===== src/design/rtc_pkg.sv =====
// shared constants of the serial bcd real-time clock core
package rtc_pkg;
   // time base
   localparam int CLK_HZ = 10_000_000;
   localparam int XTAL_HZ = 32768;
   localparam int HUND_HZ = 100;
   localparam logic [15:0] HUND_STEP = 16'(HUND_HZ);
   localparam logic [15:0] XTAL_WRAP = 16'(XTAL_HZ);
   // crystal declared stopped after this long without a rising edge
   localparam int OSC_STOP_US = 100;
   localparam logic [9:0] OSC_STOP_CYC =
      10'((OSC_STOP_US * (CLK_HZ / 1_000_000)));
   // serial bus
   localparam logic [6:0] SLAVE_ID = 7'h68;  // d0h with r/w appended
   localparam int NREG = 20;
   // register map
   localparam logic [4:0] A_HUND = 5'h00;
   localparam logic [4:0] A_SEC = 5'h01;
   localparam logic [4:0] A_MIN = 5'h02;
   localparam logic [4:0] A_HOUR = 5'h03;
   localparam logic [4:0] A_DAY = 5'h04;
   localparam logic [4:0] A_DATE = 5'h05;
   localparam logic [4:0] A_MON = 5'h06;
   localparam logic [4:0] A_YEAR = 5'h07;
   localparam logic [4:0] A_CAL = 5'h08;
   localparam logic [4:0] A_WDOG = 5'h09;
   localparam logic [4:0] A_AMON = 5'h0a;
   localparam logic [4:0] A_ADATE = 5'h0b;
   localparam logic [4:0] A_AHOUR = 5'h0c;
   localparam logic [4:0] A_AMIN = 5'h0d;
   localparam logic [4:0] A_ASEC = 5'h0e;
   localparam logic [4:0] A_FLAGS = 5'h0f;
   localparam logic [4:0] A_SQW = 5'h13;
   localparam logic [4:0] A_LAST = 5'h13;
   // field positions
   localparam int F_WDOG = 7;
   localparam int F_ALARM = 6;
   localparam int F_STAMP = 5;
   localparam int F_OSC = 2;
   localparam int CAL_OUT = 7;
   localparam int CAL_FT = 6;
   localparam int ALM_EN = 7;
   localparam int FT_TAP = 5;  // 512 hz test tap of the crystal divider
   localparam logic [4:0] WD_SHIFT0 = 5'h0b;  // 1/16 s in crystal ticks
   // bcd limits
   localparam logic [7:0] B_ZERO = 8'h00;
   localparam logic [7:0] B_ONE = 8'h01;
   localparam logic [7:0] L_HUND = 8'h99;
   localparam logic [7:0] L_SEC = 8'h59;
   localparam logic [7:0] L_HOUR = 8'h23;
   localparam logic [7:0] L_DAY = 8'h07;
   localparam logic [7:0] L_MON = 8'h12;
   localparam logic [7:0] L_YEAR = 8'h99;
endpackage


===== src/design/serial_bcd_rtc_core.sv =====
// serial bcd real-time clock core: calendar, alarm, watchdog, outputs
// Operation
// - crystal 32.768 khz is the sole time base
// - eight clock bytes, all in bcd
// - twelve control bytes for alarm, watchdog, wave
// - pointer increments after every data byte
// - century to hundredths, hours in 24-hour form
// - date wraps by month length, leap years
// - watchdog timeout 62.5 ms up to 252 s
// - alarm keeps working on battery
// - detect a stopped crystal oscillator
// - set stamp flag when backup begins
// - switch to battery on power failure
// - one open-drain pin shared by four functions
// - i2c slave access, data line bidirectional
// - answer slave address d0h after start
// - pointer steps on ack clock; reads resume
// - clock copy frozen during bus access while pointer at 00h-07h
// - power fail aborts access, resets pointer
`timescale 1ns/10ps
module serial_bcd_rtc_core
   import rtc_pkg::*;
(
   // clock and reset
   input wire logic clk,
   input wire logic nrst,
   // crystal time base and supply monitor
   input wire logic crystal_in,
   input wire logic powerFail,
   // serial bus
   input wire logic sclIn,
   input wire logic sdaIn,
   output logic sdaOut,
   output logic sdaOe,
   // shared open-drain output
   output logic shared_open_drain_output,
   output logic sharedOe,
   // status
   output logic batteryActive,
   output logic power_down_stamp_flag,
   output logic oscStopped
);
   import rtc_pkg::*;

   typedef struct packed {
      logic [1:0] xs, pfs, cls, das;
      logic xPrev, pfPrev, almPrev, odLvl;
      logic [15:0] acc, div;
      logic [9:0] oscCnt;
      logic [22:0] wdCnt;
      logic [4:0] ptr;
      logic [7:0][7:0] live;
      logic [NREG-1:0][7:0] rf;
   } core_t;

   core_t q, n;
   logic busy, ptrLd, wrStb, ackClk, rdLoad, sdaPull;
   logic [7:0] rxByte, rdByte;

   // ------------------------------------------------------------
   // helpers
   // ------------------------------------------------------------

   // bcd step with wrap; bit 8 is the carry out
   function automatic logic [8:0] bcdNext(input logic [7:0] v,
      input logic [7:0] last, input logic [7:0] first);
      if (v == last)
         return {1'b1, first};
      else if (v[3:0] == 4'h9)
         return {1'b0, v[7:4] + 4'h1, 4'h0};
      else
         return {1'b0, v + 8'h01};
   endfunction

   // last date of a month; the simple leap test holds up to 2100
   function automatic logic [7:0] monthEnd(input logic [7:0] mon,
      input logic [7:0] yr);
      logic leap;
      leap = yr[4] ? (yr[3:0] == 4'h2 || yr[3:0] == 4'h6)
         : (yr[3:0] == 4'h0 || yr[3:0] == 4'h4 || yr[3:0] == 4'h8);
      case (mon)
         8'h02: return leap ? 8'h29 : 8'h28;
         8'h04, 8'h06, 8'h09, 8'h11: return 8'h30;
         default: return 8'h31;
      endcase
   endfunction

   // ------------------------------------------------------------
   // serial bus engine
   // ------------------------------------------------------------

   // inputs are ignored while supply is out of tolerance
   i2c_slave_port bus (
      .clk(clk),
      .nrst(nrst),
      .scl(q.cls[1] | q.pfs[1]),
      .sda(q.das[1] | q.pfs[1]),
      .abort(q.pfs[1]),
      .rdByte(rdByte),
      .busy(busy),
      .ptrLd(ptrLd),
      .wrStb(wrStb),
      .ackClk(ackClk),
      .rdLoad(rdLoad),
      .rxByte(rxByte),
      .sdaPull(sdaPull)
   );

   assign rdByte = q.rf[q.ptr];

   // ------------------------------------------------------------
   // next state
   // ------------------------------------------------------------

   always_comb
   begin
      logic xTick, hTick, c, match;
      logic [8:0] r;
      logic [7:0] hr;
      logic [1:0] cen;
      logic [4:0] sh;
      logic [22:0] wdLim;
      logic [3:0] rs;
      xTick = 1'b0;
      hTick = 1'b0;
      c = 1'b0;
      match = 1'b0;
      r = '0;
      hr = '0;
      cen = '0;
      sh = '0;
      wdLim = '0;
      rs = '0;
      n = q;
      // two-stage synchronisers for every pin input
      n.xs = {q.xs[0], crystal_in};
      n.pfs = {q.pfs[0], powerFail};
      n.cls = {q.cls[0], sclIn};
      n.das = {q.das[0], sdaIn};
      n.xPrev = q.xs[1];
      n.pfPrev = q.pfs[1];
      xTick = q.xs[1] & ~q.xPrev;

      // crystal divider and a fractional hundredths accumulator:
      // 32768 is not a multiple of 100, so ticks average out exactly
      if (xTick)
      begin
         n.div = q.div + 16'h0001;
         if (q.acc + HUND_STEP >= XTAL_WRAP)
         begin
            n.acc = q.acc + HUND_STEP - XTAL_WRAP;
            hTick = 1'b1;
         end
         else
            n.acc = q.acc + HUND_STEP;
      end

      // oscillator stop watch
      if (xTick)
         n.oscCnt = '0;
      else if (q.oscCnt != OSC_STOP_CYC)
         n.oscCnt = q.oscCnt + 10'h001;

      // calendar cascade, runs on battery as well
      if (hTick)
      begin
         r = bcdNext(q.live[A_HUND], L_HUND, B_ZERO);
         n.live[A_HUND] = r[7:0];
         c = r[8];
         if (c)
         begin
            r = bcdNext(q.live[A_SEC], L_SEC, B_ZERO);
            n.live[A_SEC] = r[7:0];
            c = r[8];
         end
         if (c)
         begin
            r = bcdNext(q.live[A_MIN], L_SEC, B_ZERO);
            n.live[A_MIN] = r[7:0];
            c = r[8];
         end
         cen = q.live[A_HOUR][7:6];
         if (c)
         begin
            hr = {2'b00, q.live[A_HOUR][5:0]};
            r = bcdNext(hr, L_HOUR, B_ZERO);
            n.live[A_HOUR][5:0] = r[5:0];
            c = r[8];
         end
         if (c)
         begin
            r = bcdNext(q.live[A_DAY], L_DAY, B_ONE);
            n.live[A_DAY] = r[7:0];
            r = bcdNext(q.live[A_DATE],
               monthEnd(q.live[A_MON], q.live[A_YEAR]), B_ONE);
            n.live[A_DATE] = r[7:0];
            c = r[8];
         end
         if (c)
         begin
            r = bcdNext(q.live[A_MON], L_MON, B_ONE);
            n.live[A_MON] = r[7:0];
            c = r[8];
         end
         if (c)
         begin
            r = bcdNext(q.live[A_YEAR], L_YEAR, B_ZERO);
            n.live[A_YEAR] = r[7:0];
            n.live[A_HOUR][7:6] = cen + {1'b0, r[8]};
         end
      end

      // user copy follows the live time unless frozen
      if (!(busy && q.ptr <= A_YEAR) && !q.rf[A_FLAGS][F_STAMP])
         for (int i = 0; i < 8; i++)
            n.rf[i] = q.live[i];

      // register writes
      if (wrStb)
      begin
         if (q.ptr <= A_YEAR)
         begin
            n.live[q.ptr[2:0]] = rxByte;
            n.rf[q.ptr] = rxByte;
            if (q.ptr == A_HUND)
               n.acc = '0;
         end
         else if (q.ptr == A_FLAGS)
         begin
            // status bits are clear-only from the bus
            n.rf[A_FLAGS][F_OSC] = q.rf[A_FLAGS][F_OSC] & rxByte[F_OSC];
            n.rf[A_FLAGS][F_STAMP] =
               q.rf[A_FLAGS][F_STAMP] & rxByte[F_STAMP];
         end
         else
            n.rf[q.ptr] = rxByte;
         if (q.ptr == A_WDOG)
            n.wdCnt = '0;  // a write restarts the watchdog unless a crystal tick falls in the same cycle
      end
      // reading flags clears alarm and watchdog events
      if (rdLoad && q.ptr == A_FLAGS)
      begin
         n.rf[A_FLAGS][F_ALARM] = 1'b0;
         n.rf[A_FLAGS][F_WDOG] = 1'b0;
      end

      // address pointer
      if (q.pfs[1])
         n.ptr = '0;
      else if (ptrLd)
         n.ptr = (rxByte > {3'b000, A_LAST}) ? 5'h00 : rxByte[4:0];
      else if (ackClk)
         n.ptr = (q.ptr == A_LAST) ? 5'h00 : q.ptr + 5'h01;

      // watchdog: multiplier times resolution of 1/16, 1/4, 1 or 4 s
      sh = WD_SHIFT0 + {2'b00, q.rf[A_WDOG][1:0], 1'b0};
      wdLim = 23'(q.rf[A_WDOG][7:2]) << sh;
      if (q.rf[A_WDOG][7:2] == 6'h00)
         n.wdCnt = '0;
      else if (xTick)
      begin
         if (q.wdCnt + 23'h00_0001 >= wdLim)
         begin
            n.wdCnt = '0;
            n.rf[A_FLAGS][F_WDOG] = 1'b1;
         end
         else
            n.wdCnt = q.wdCnt + 23'h00_0001;
      end

      // alarm compares live time; flag set on the first matching cycle
      match = q.live[A_SEC] == q.rf[A_ASEC]
         && q.live[A_MIN] == q.rf[A_AMIN]
         && q.live[A_HOUR][5:0] == q.rf[A_AHOUR][5:0]
         && q.live[A_DATE] == q.rf[A_ADATE]
         && q.live[A_MON] == {1'b0, q.rf[A_AMON][6:0]};
      n.almPrev = match;
      // hardware sets are applied last so they win over clears
      if (match && !q.almPrev)
         n.rf[A_FLAGS][F_ALARM] = 1'b1;
      if (q.oscCnt == OSC_STOP_CYC)
         n.rf[A_FLAGS][F_OSC] = 1'b1;
      if (q.pfs[1] && !q.pfPrev)
         n.rf[A_FLAGS][F_STAMP] = 1'b1;

      // shared pin: square wave first, then interrupt, test, port bit
      rs = q.rf[A_SQW][7:4];
      if (rs != 4'h0)
         n.odLvl = q.div[rs - 4'h1];
      else if ((q.rf[A_FLAGS][F_ALARM] && q.rf[A_AMON][ALM_EN])
         || q.rf[A_FLAGS][F_WDOG])
         n.odLvl = 1'b0;
      else if (q.rf[A_CAL][CAL_FT])
         n.odLvl = q.div[FT_TAP];
      else
         n.odLvl = q.rf[A_CAL][CAL_OUT];
   end

   // ------------------------------------------------------------
   // state register
   // ------------------------------------------------------------

   always_ff @(posedge clk)
   begin
      if (!nrst)
      begin
         q <= '0;
         q.cls <= 2'b11;
         q.das <= 2'b11;
         q.odLvl <= 1'b1;
         q.live[A_DAY] <= B_ONE;
         q.live[A_DATE] <= B_ONE;
         q.live[A_MON] <= B_ONE;
      end
      else
         q <= n;
   end

   // ------------------------------------------------------------
   // outputs
   // ------------------------------------------------------------

   // open drain: only ever pull low
   assign sdaOut = 1'b0;
   assign sdaOe = sdaPull;
   assign shared_open_drain_output = 1'b0;
   assign sharedOe = ~q.odLvl;
   assign batteryActive = q.pfs[1];
   assign power_down_stamp_flag = q.rf[A_FLAGS][F_STAMP];
   assign oscStopped = q.rf[A_FLAGS][F_OSC];
endmodule


===== src/design/i2c_slave_port.sv =====
// serial bus slave engine: start, stop, address, ack, byte shifting
`timescale 1ns/10ps
module i2c_slave_port
   import rtc_pkg::*;
(
   // clock and reset
   input wire logic clk,
   input wire logic nrst,
   // synchronised bus lines and abort
   input wire logic scl,
   input wire logic sda,
   input wire logic abort,
   // register side
   input wire logic [7:0] rdByte,
   output logic busy,
   output logic ptrLd,
   output logic wrStb,
   output logic ackClk,
   output logic rdLoad,
   output logic [7:0] rxByte,
   // data line pull-down
   output logic sdaPull
);
   import rtc_pkg::*;

   typedef enum logic [8:0] {
      IDLE = 9'b0_0000_0001, ADDR = 9'b0_0000_0010,
      ADACK = 9'b0_0000_0100, PTR = 9'b0_0000_1000,
      PTACK = 9'b0_0001_0000, WDAT = 9'b0_0010_0000,
      WDACK = 9'b0_0100_0000, RDAT = 9'b0_1000_0000,
      RDACK = 9'b1_0000_0000
   } slv_state_t;

   typedef struct packed {
      slv_state_t st;
      logic sclP, sdaP, rw, nack, drv;
      logic ptrLd, wrStb, ackClk, rdLoad;
      logic [3:0] cnt;
      logic [7:0] sh, rx;
   } slv_t;

   slv_t q, n;
   logic rise, fall, startC, stopC;

   // bus events from the synchronised lines
   assign rise = scl & ~q.sclP;
   assign fall = ~scl & q.sclP;
   assign startC = scl & q.sclP & q.sdaP & ~sda;
   assign stopC = scl & q.sclP & ~q.sdaP & sda;

   // next-state of the byte engine
   always_comb
   begin
      n = q;
      n.sclP = scl;
      n.sdaP = sda;
      {n.ptrLd, n.wrStb, n.ackClk, n.rdLoad} = 4'h0;
      if (abort || stopC)
      begin
         n.st = IDLE;
         n.drv = 1'b0;
      end
      else if (startC)
      begin
         n.st = ADDR;
         n.cnt = 4'h0;
         n.drv = 1'b0;
      end
      else
      begin
         unique case (q.st)
            IDLE: n.drv = 1'b0;
            ADDR, PTR, WDAT:
               if (rise)
               begin
                  n.sh = {q.sh[6:0], sda};
                  n.cnt = q.cnt + 4'h1;
               end
               else if (fall && q.cnt == 4'h8)
               begin
                  n.drv = 1'b1;
                  n.rx = q.sh;
                  if (q.st == ADDR)
                  begin
                     n.rw = q.sh[0];
                     n.st = (q.sh[7:1] == SLAVE_ID) ? ADACK : IDLE;
                     n.drv = (q.sh[7:1] == SLAVE_ID);
                  end
                  else if (q.st == PTR)
                  begin
                     n.ptrLd = 1'b1;
                     n.st = PTACK;
                  end
                  else
                  begin
                     n.wrStb = 1'b1;
                     n.st = WDACK;
                  end
               end
            ADACK, PTACK, WDACK, RDACK:
               if (rise)
               begin
                  n.nack = sda;
                  // pointer steps only on a data byte's ack clock
                  n.ackClk = (q.st == WDACK || q.st == RDACK);
               end
               else if (fall)
               begin
                  n.cnt = 4'h0;
                  n.drv = 1'b0;
                  n.st = (q.st == ADACK) ? PTR : WDAT;
                  if ((q.st == ADACK && q.rw) || q.st == RDACK)
                  begin
                     n.st = (q.st == RDACK && q.nack) ? IDLE : RDAT;
                     n.rdLoad = (n.st == RDAT);
                     n.sh = rdByte;
                     n.drv = (n.st == RDAT) & ~rdByte[7];
                  end
               end
            RDAT:
               if (fall)
               begin
                  n.cnt = q.cnt + 4'h1;
                  n.sh = {q.sh[6:0], 1'b1};
                  n.drv = ~q.sh[6];
                  if (q.cnt == 4'h7)
                  begin
                     n.drv = 1'b0;  // release for master ack
                     n.st = RDACK;
                  end
               end
         endcase
      end
   end

   // state register
   always_ff @(posedge clk)
   begin
      if (!nrst)
      begin
         q <= '0;
         q.st <= IDLE;
         q.sclP <= 1'b1;
         q.sdaP <= 1'b1;
      end
      else
         q <= n;
   end

   assign busy = (q.st != IDLE);
   assign ptrLd = q.ptrLd;
   assign wrStb = q.wrStb;
   assign ackClk = q.ackClk;
   assign rdLoad = q.rdLoad;
   assign rxByte = q.rx;
   assign sdaPull = q.drv;
endmodule


===== config.mk =====
export PLATFORM = sky130hd
export DESIGN_NAME = serial_bcd_rtc_core
export DESIGN_NICKNAME = d
export VERILOG_FILES = /design/src/design/rtc_pkg.sv /design/src/design/serial_bcd_rtc_core.sv /design/src/design/i2c_slave_port.sv
export SDC_FILE = /design/constraint.sdc
export NUM_CORES = 1
export LEC_CHECK = 0
export BUFFER_PORTS_ARGS = -buffer_cell sky130_fd_sc_hd__buf_2
export CORE_ASPECT_RATIO = 0.7
export CORE_UTILIZATION = 30
export CTS_CLUSTER_SIZE = 12
export DETAILED_ROUTE_END_ITERATION = 10
export PLACE_DENSITY = 0.54
export SETUP_SLACK_MARGIN = 0.4
export SLEW_MARGIN = 30
export SYNTH_ARGS = -nofsm -noshare
export SYNTH_HDL_FRONTEND = slang
export SYNTH_SLANG_ARGS = --single-unit

===== constraint.sdc =====
create_clock -name clk -period 5.7 [get_ports clk]
set_input_delay 0.855 -clock clk [delete_from_list [all_inputs] [get_ports clk]]
set_output_delay 0.855 -clock clk [all_outputs]
set_load 0.1 [all_outputs]

==> results.md <==
- Mean Syn Cell Area: 8.443 um^2
- CP top delay family: simple AND/OR/NAND/NOR gates
- WL/cell: approximately 21 um
- Max Clock Freq: approximately 0.25 GHz
- Ys Warns: 0
- Critical path's slowest cell: o21ai_0
- Outcome: finished, final reports clean
- Final Hold Vio Count: 0
- Ranking of synthesized cells by area: dfxtp_1 (36%), mux2i_1 (8.6%), nor2_1 (6.0%)
- I/O pins: 13
- Main synth FF type: dfxtp_1
- Leak: around 8.2 nW
- Total gr overflow: 0
- Worst path cell trace: buf_4 > nand3_1 > o21ai_0 > a21oi_1 > and2_1 > nand2_1 > nand2_1 > a21oi_1
- Detailed Place HPWL: between 40,000 and 50,000 um
- Via density: 5.565
- Global-route wire length before repair: between 90,000 and 100,000 um
- CP Capture Type: flip-flop
- Syn-to-layout area delta: 9.157%
- DRT iter0 DRCs: roughly 1.9k
- Final worst setup slack: 1.705 ns
- CTS sink count: approximately 340
- VDD IR max: about 0.19 mV
- Die Ht: roughly 210 um
- Register bit total from synthesis: between 300 and 400
- CP startpoint kind: flip-flop
- Total Power: 4.847 mW
- Routed Antenna Nets: 0
- Vias: approximately 17k
- PortBufs: 10
- Clk buf depth: 3
- Inserted Clock Buffers: 36
- Post-CTS sizing: 0
- Max Cap Viol: 0
- Power per cell area: approximately 230 nW/um^2
- Minimum clock period: around 4 ns
- Clk slew on worst S/H paths: 0.06 ns
- Most common cell in the netlist: dfxtp_1
- CP Data Required Time: approximately 6 ns
- Post-Place Setup Slack: 1.743 ns
- Largest area contributor in the synthesized netlist: dfxtp_1
- Max-slew violations: 0
- CTS tree: built
- RSZ-0062 raised after global routing: no
- Antenna Cells: 0
- Chip Width: ~300 um
- Synth cell count leaders: dfxtp_1 (342), nor2_1 (307), nand2_1 (202), mux2i_1 (164), a21oi_1 (121)
- Post-synth EDFFs: 0
- Sequential area share after synthesis: 35.87%
- DRT Pass-1 Iters: 6
- Clk root buf: clkbuf_16
- Die ar.: 64,660 um^2
- CP max FO: 29
- H-tree depth: 2
- Synth Instances: ~2.3k
- Worst path arrival time: ~4.5 ns
- Row count: 76
- Gp weighted congestion: 0.9607
- Core area: between 60,000 and 70,000 um^2
- Final Skew: around 0.03 ns
- Slew @ Worst Pin: about 0.96 ns
- Yosys top cell area share: 35.87%
- Netlist cell types: slightly above 90
- Worst hold path class: reg -> reg
- # setup viols final: 0
- Skew-Pair Late Insertion Delay: ~0.55 ns
- Setup repair bufs after CTS: 0
- Pin count of the biggest net entering global routing: 85
- Relative slew slack: around 36%
- Antenna violations before repair: 1
- Synth Cell Area: between 15,000 and 20,000 um^2
- CP bufs+invs: 1
- CP max stage delay: between 0.7 and 0.8 ns
- Final Util: 33.51%
- Setup TNS: 0 ns
- Starting Density: between 30% and 40%
- Period Utilization, post-route: 70.09%
- Final WL: about 63,000 um
- Vias in the first global route: between 15k and 20k
- Fin nets: 2,261
- Remaining DRCs: 0
- Kind of critical path: reg -> reg
- Synth async-reset ratio: 0%
- Total Routing Usage GR: between 10% and 20%
- Hold buffers post-CTS: 0
- Layout cells sized above 1: 7.567%
[path summary, 6_finish.rpt]
check	startpoint	to	slack, ns	depth (start not counted)
setup / recovery	q[224]	q[281]	1.70	8
hold / removal	n[299]	q[299]	0.42	1
setup reg to reg	q[224]	q[281]	1.70	8
hold reg to reg	n[299]	q[299]	0.42	1
[report_power, final]
group	total [mW]	internal [mW]	switching [mW]
logic	0.157	0.0459	0.111
registers	2.41	2.40	0.0108
clock network	2.28	1.26	1.02
[cells in the final DEF, fill, tap and decap left out, types with 8 or more instances in the layout]
master and count:
and3_1 25, nor2b_1 11, a31oi_1 38, nand4_1 30, nor2_1 305, or3_1 21
and4_1 8, o22ai_1 12, buf_2 11, xor2_1 51, buf_4 31, nor3_1 36
or4_1 8, dfxtp_1 340, nand2b_1 26, ha_1 64, o211ai_1 8, o21ai_0 113
xnor2_1 53, a211oi_1 84, mux2i_1 164, inv_1 72, a21oi_1 121, conb_1 9
nand3_1 83, and2_1 19, nand2_1 202, nor4_1 15, clkbuf_16 36, mux4_2 38
[area by class of cell]
type / count / area [um^2]
Timing Repair Buffer: 42 / 287.8
Clock inverter: 6 / 70.07
Inverter: 73 / 279.0
Tap cell: 819 / 1025
Fill cell: 6444 / 41350
Sequential cell: 342 / 6849
Clock buffer: 48 / 996.0
Multi-Input combinational cell: 1696 / 11330
[worst reg2reg max path, delay by kind of cell (launching register included)]
family | cells | cell delay (ns)
buffers and inverters | 1 | 0.47
AND/OR/NAND/NOR | 4 | 1.80
flip-flops | 1 | 0.33
AO/OA/AOI/OAI | 3 | 1.32
[metrics by stage]
step           hold WS, ns  area, um^2  instances
3_3_place_gp        0.4163       19760       2971
4_1_cts             0.4195       20830       3025
2_1_floorplan       0.3863       19120       2268
5_1_grt             0.4416       20840       3026
3_5_place_dp        0.4074       19760       2971
6_report            0.4177       20840       3026
[cell families after synthesis]
kind of cell / share of synthesized area, %
other: 0.03934
multiplexers: 13.51
flip-flops: 35.87
AO/OA/AOI/OAI: 16.20
adder cells (fa/ha/maj): 4.195
buffers and inverters: 4.994
XOR/XNOR: 4.772
AND/OR/NAND/NOR: 20.42
[registers in the layout, summed over array words and instances, names as in the netlist]
| register | count |
|---|---|
| q | 296 |
| bus.ptrLd | 1 |
| bus.wrStb | 1 |
| bus.q | 25 |
| power_down_stamp_flag | 1 |
| bus.rdLoad | 1 |
| oscStopped | 1 |
| n | 5 |
| bus.sdaPull | 1 |
| bus.rxByte | 8 |
| batteryActive | 1 |
| bus.ackClk | 1 |
[metal layers]
metal / track usage [%] / part of all wire, % / wire [um]
met2: 25.81 / 38 / 23820
met1: 30.27 / 49 / 31010
met4: 3.759 / 1.8 / 1146
met3: 6.064 / 11 / 7219
met5: 0 / 0 / 0
(Power assumes the default switching activity.)
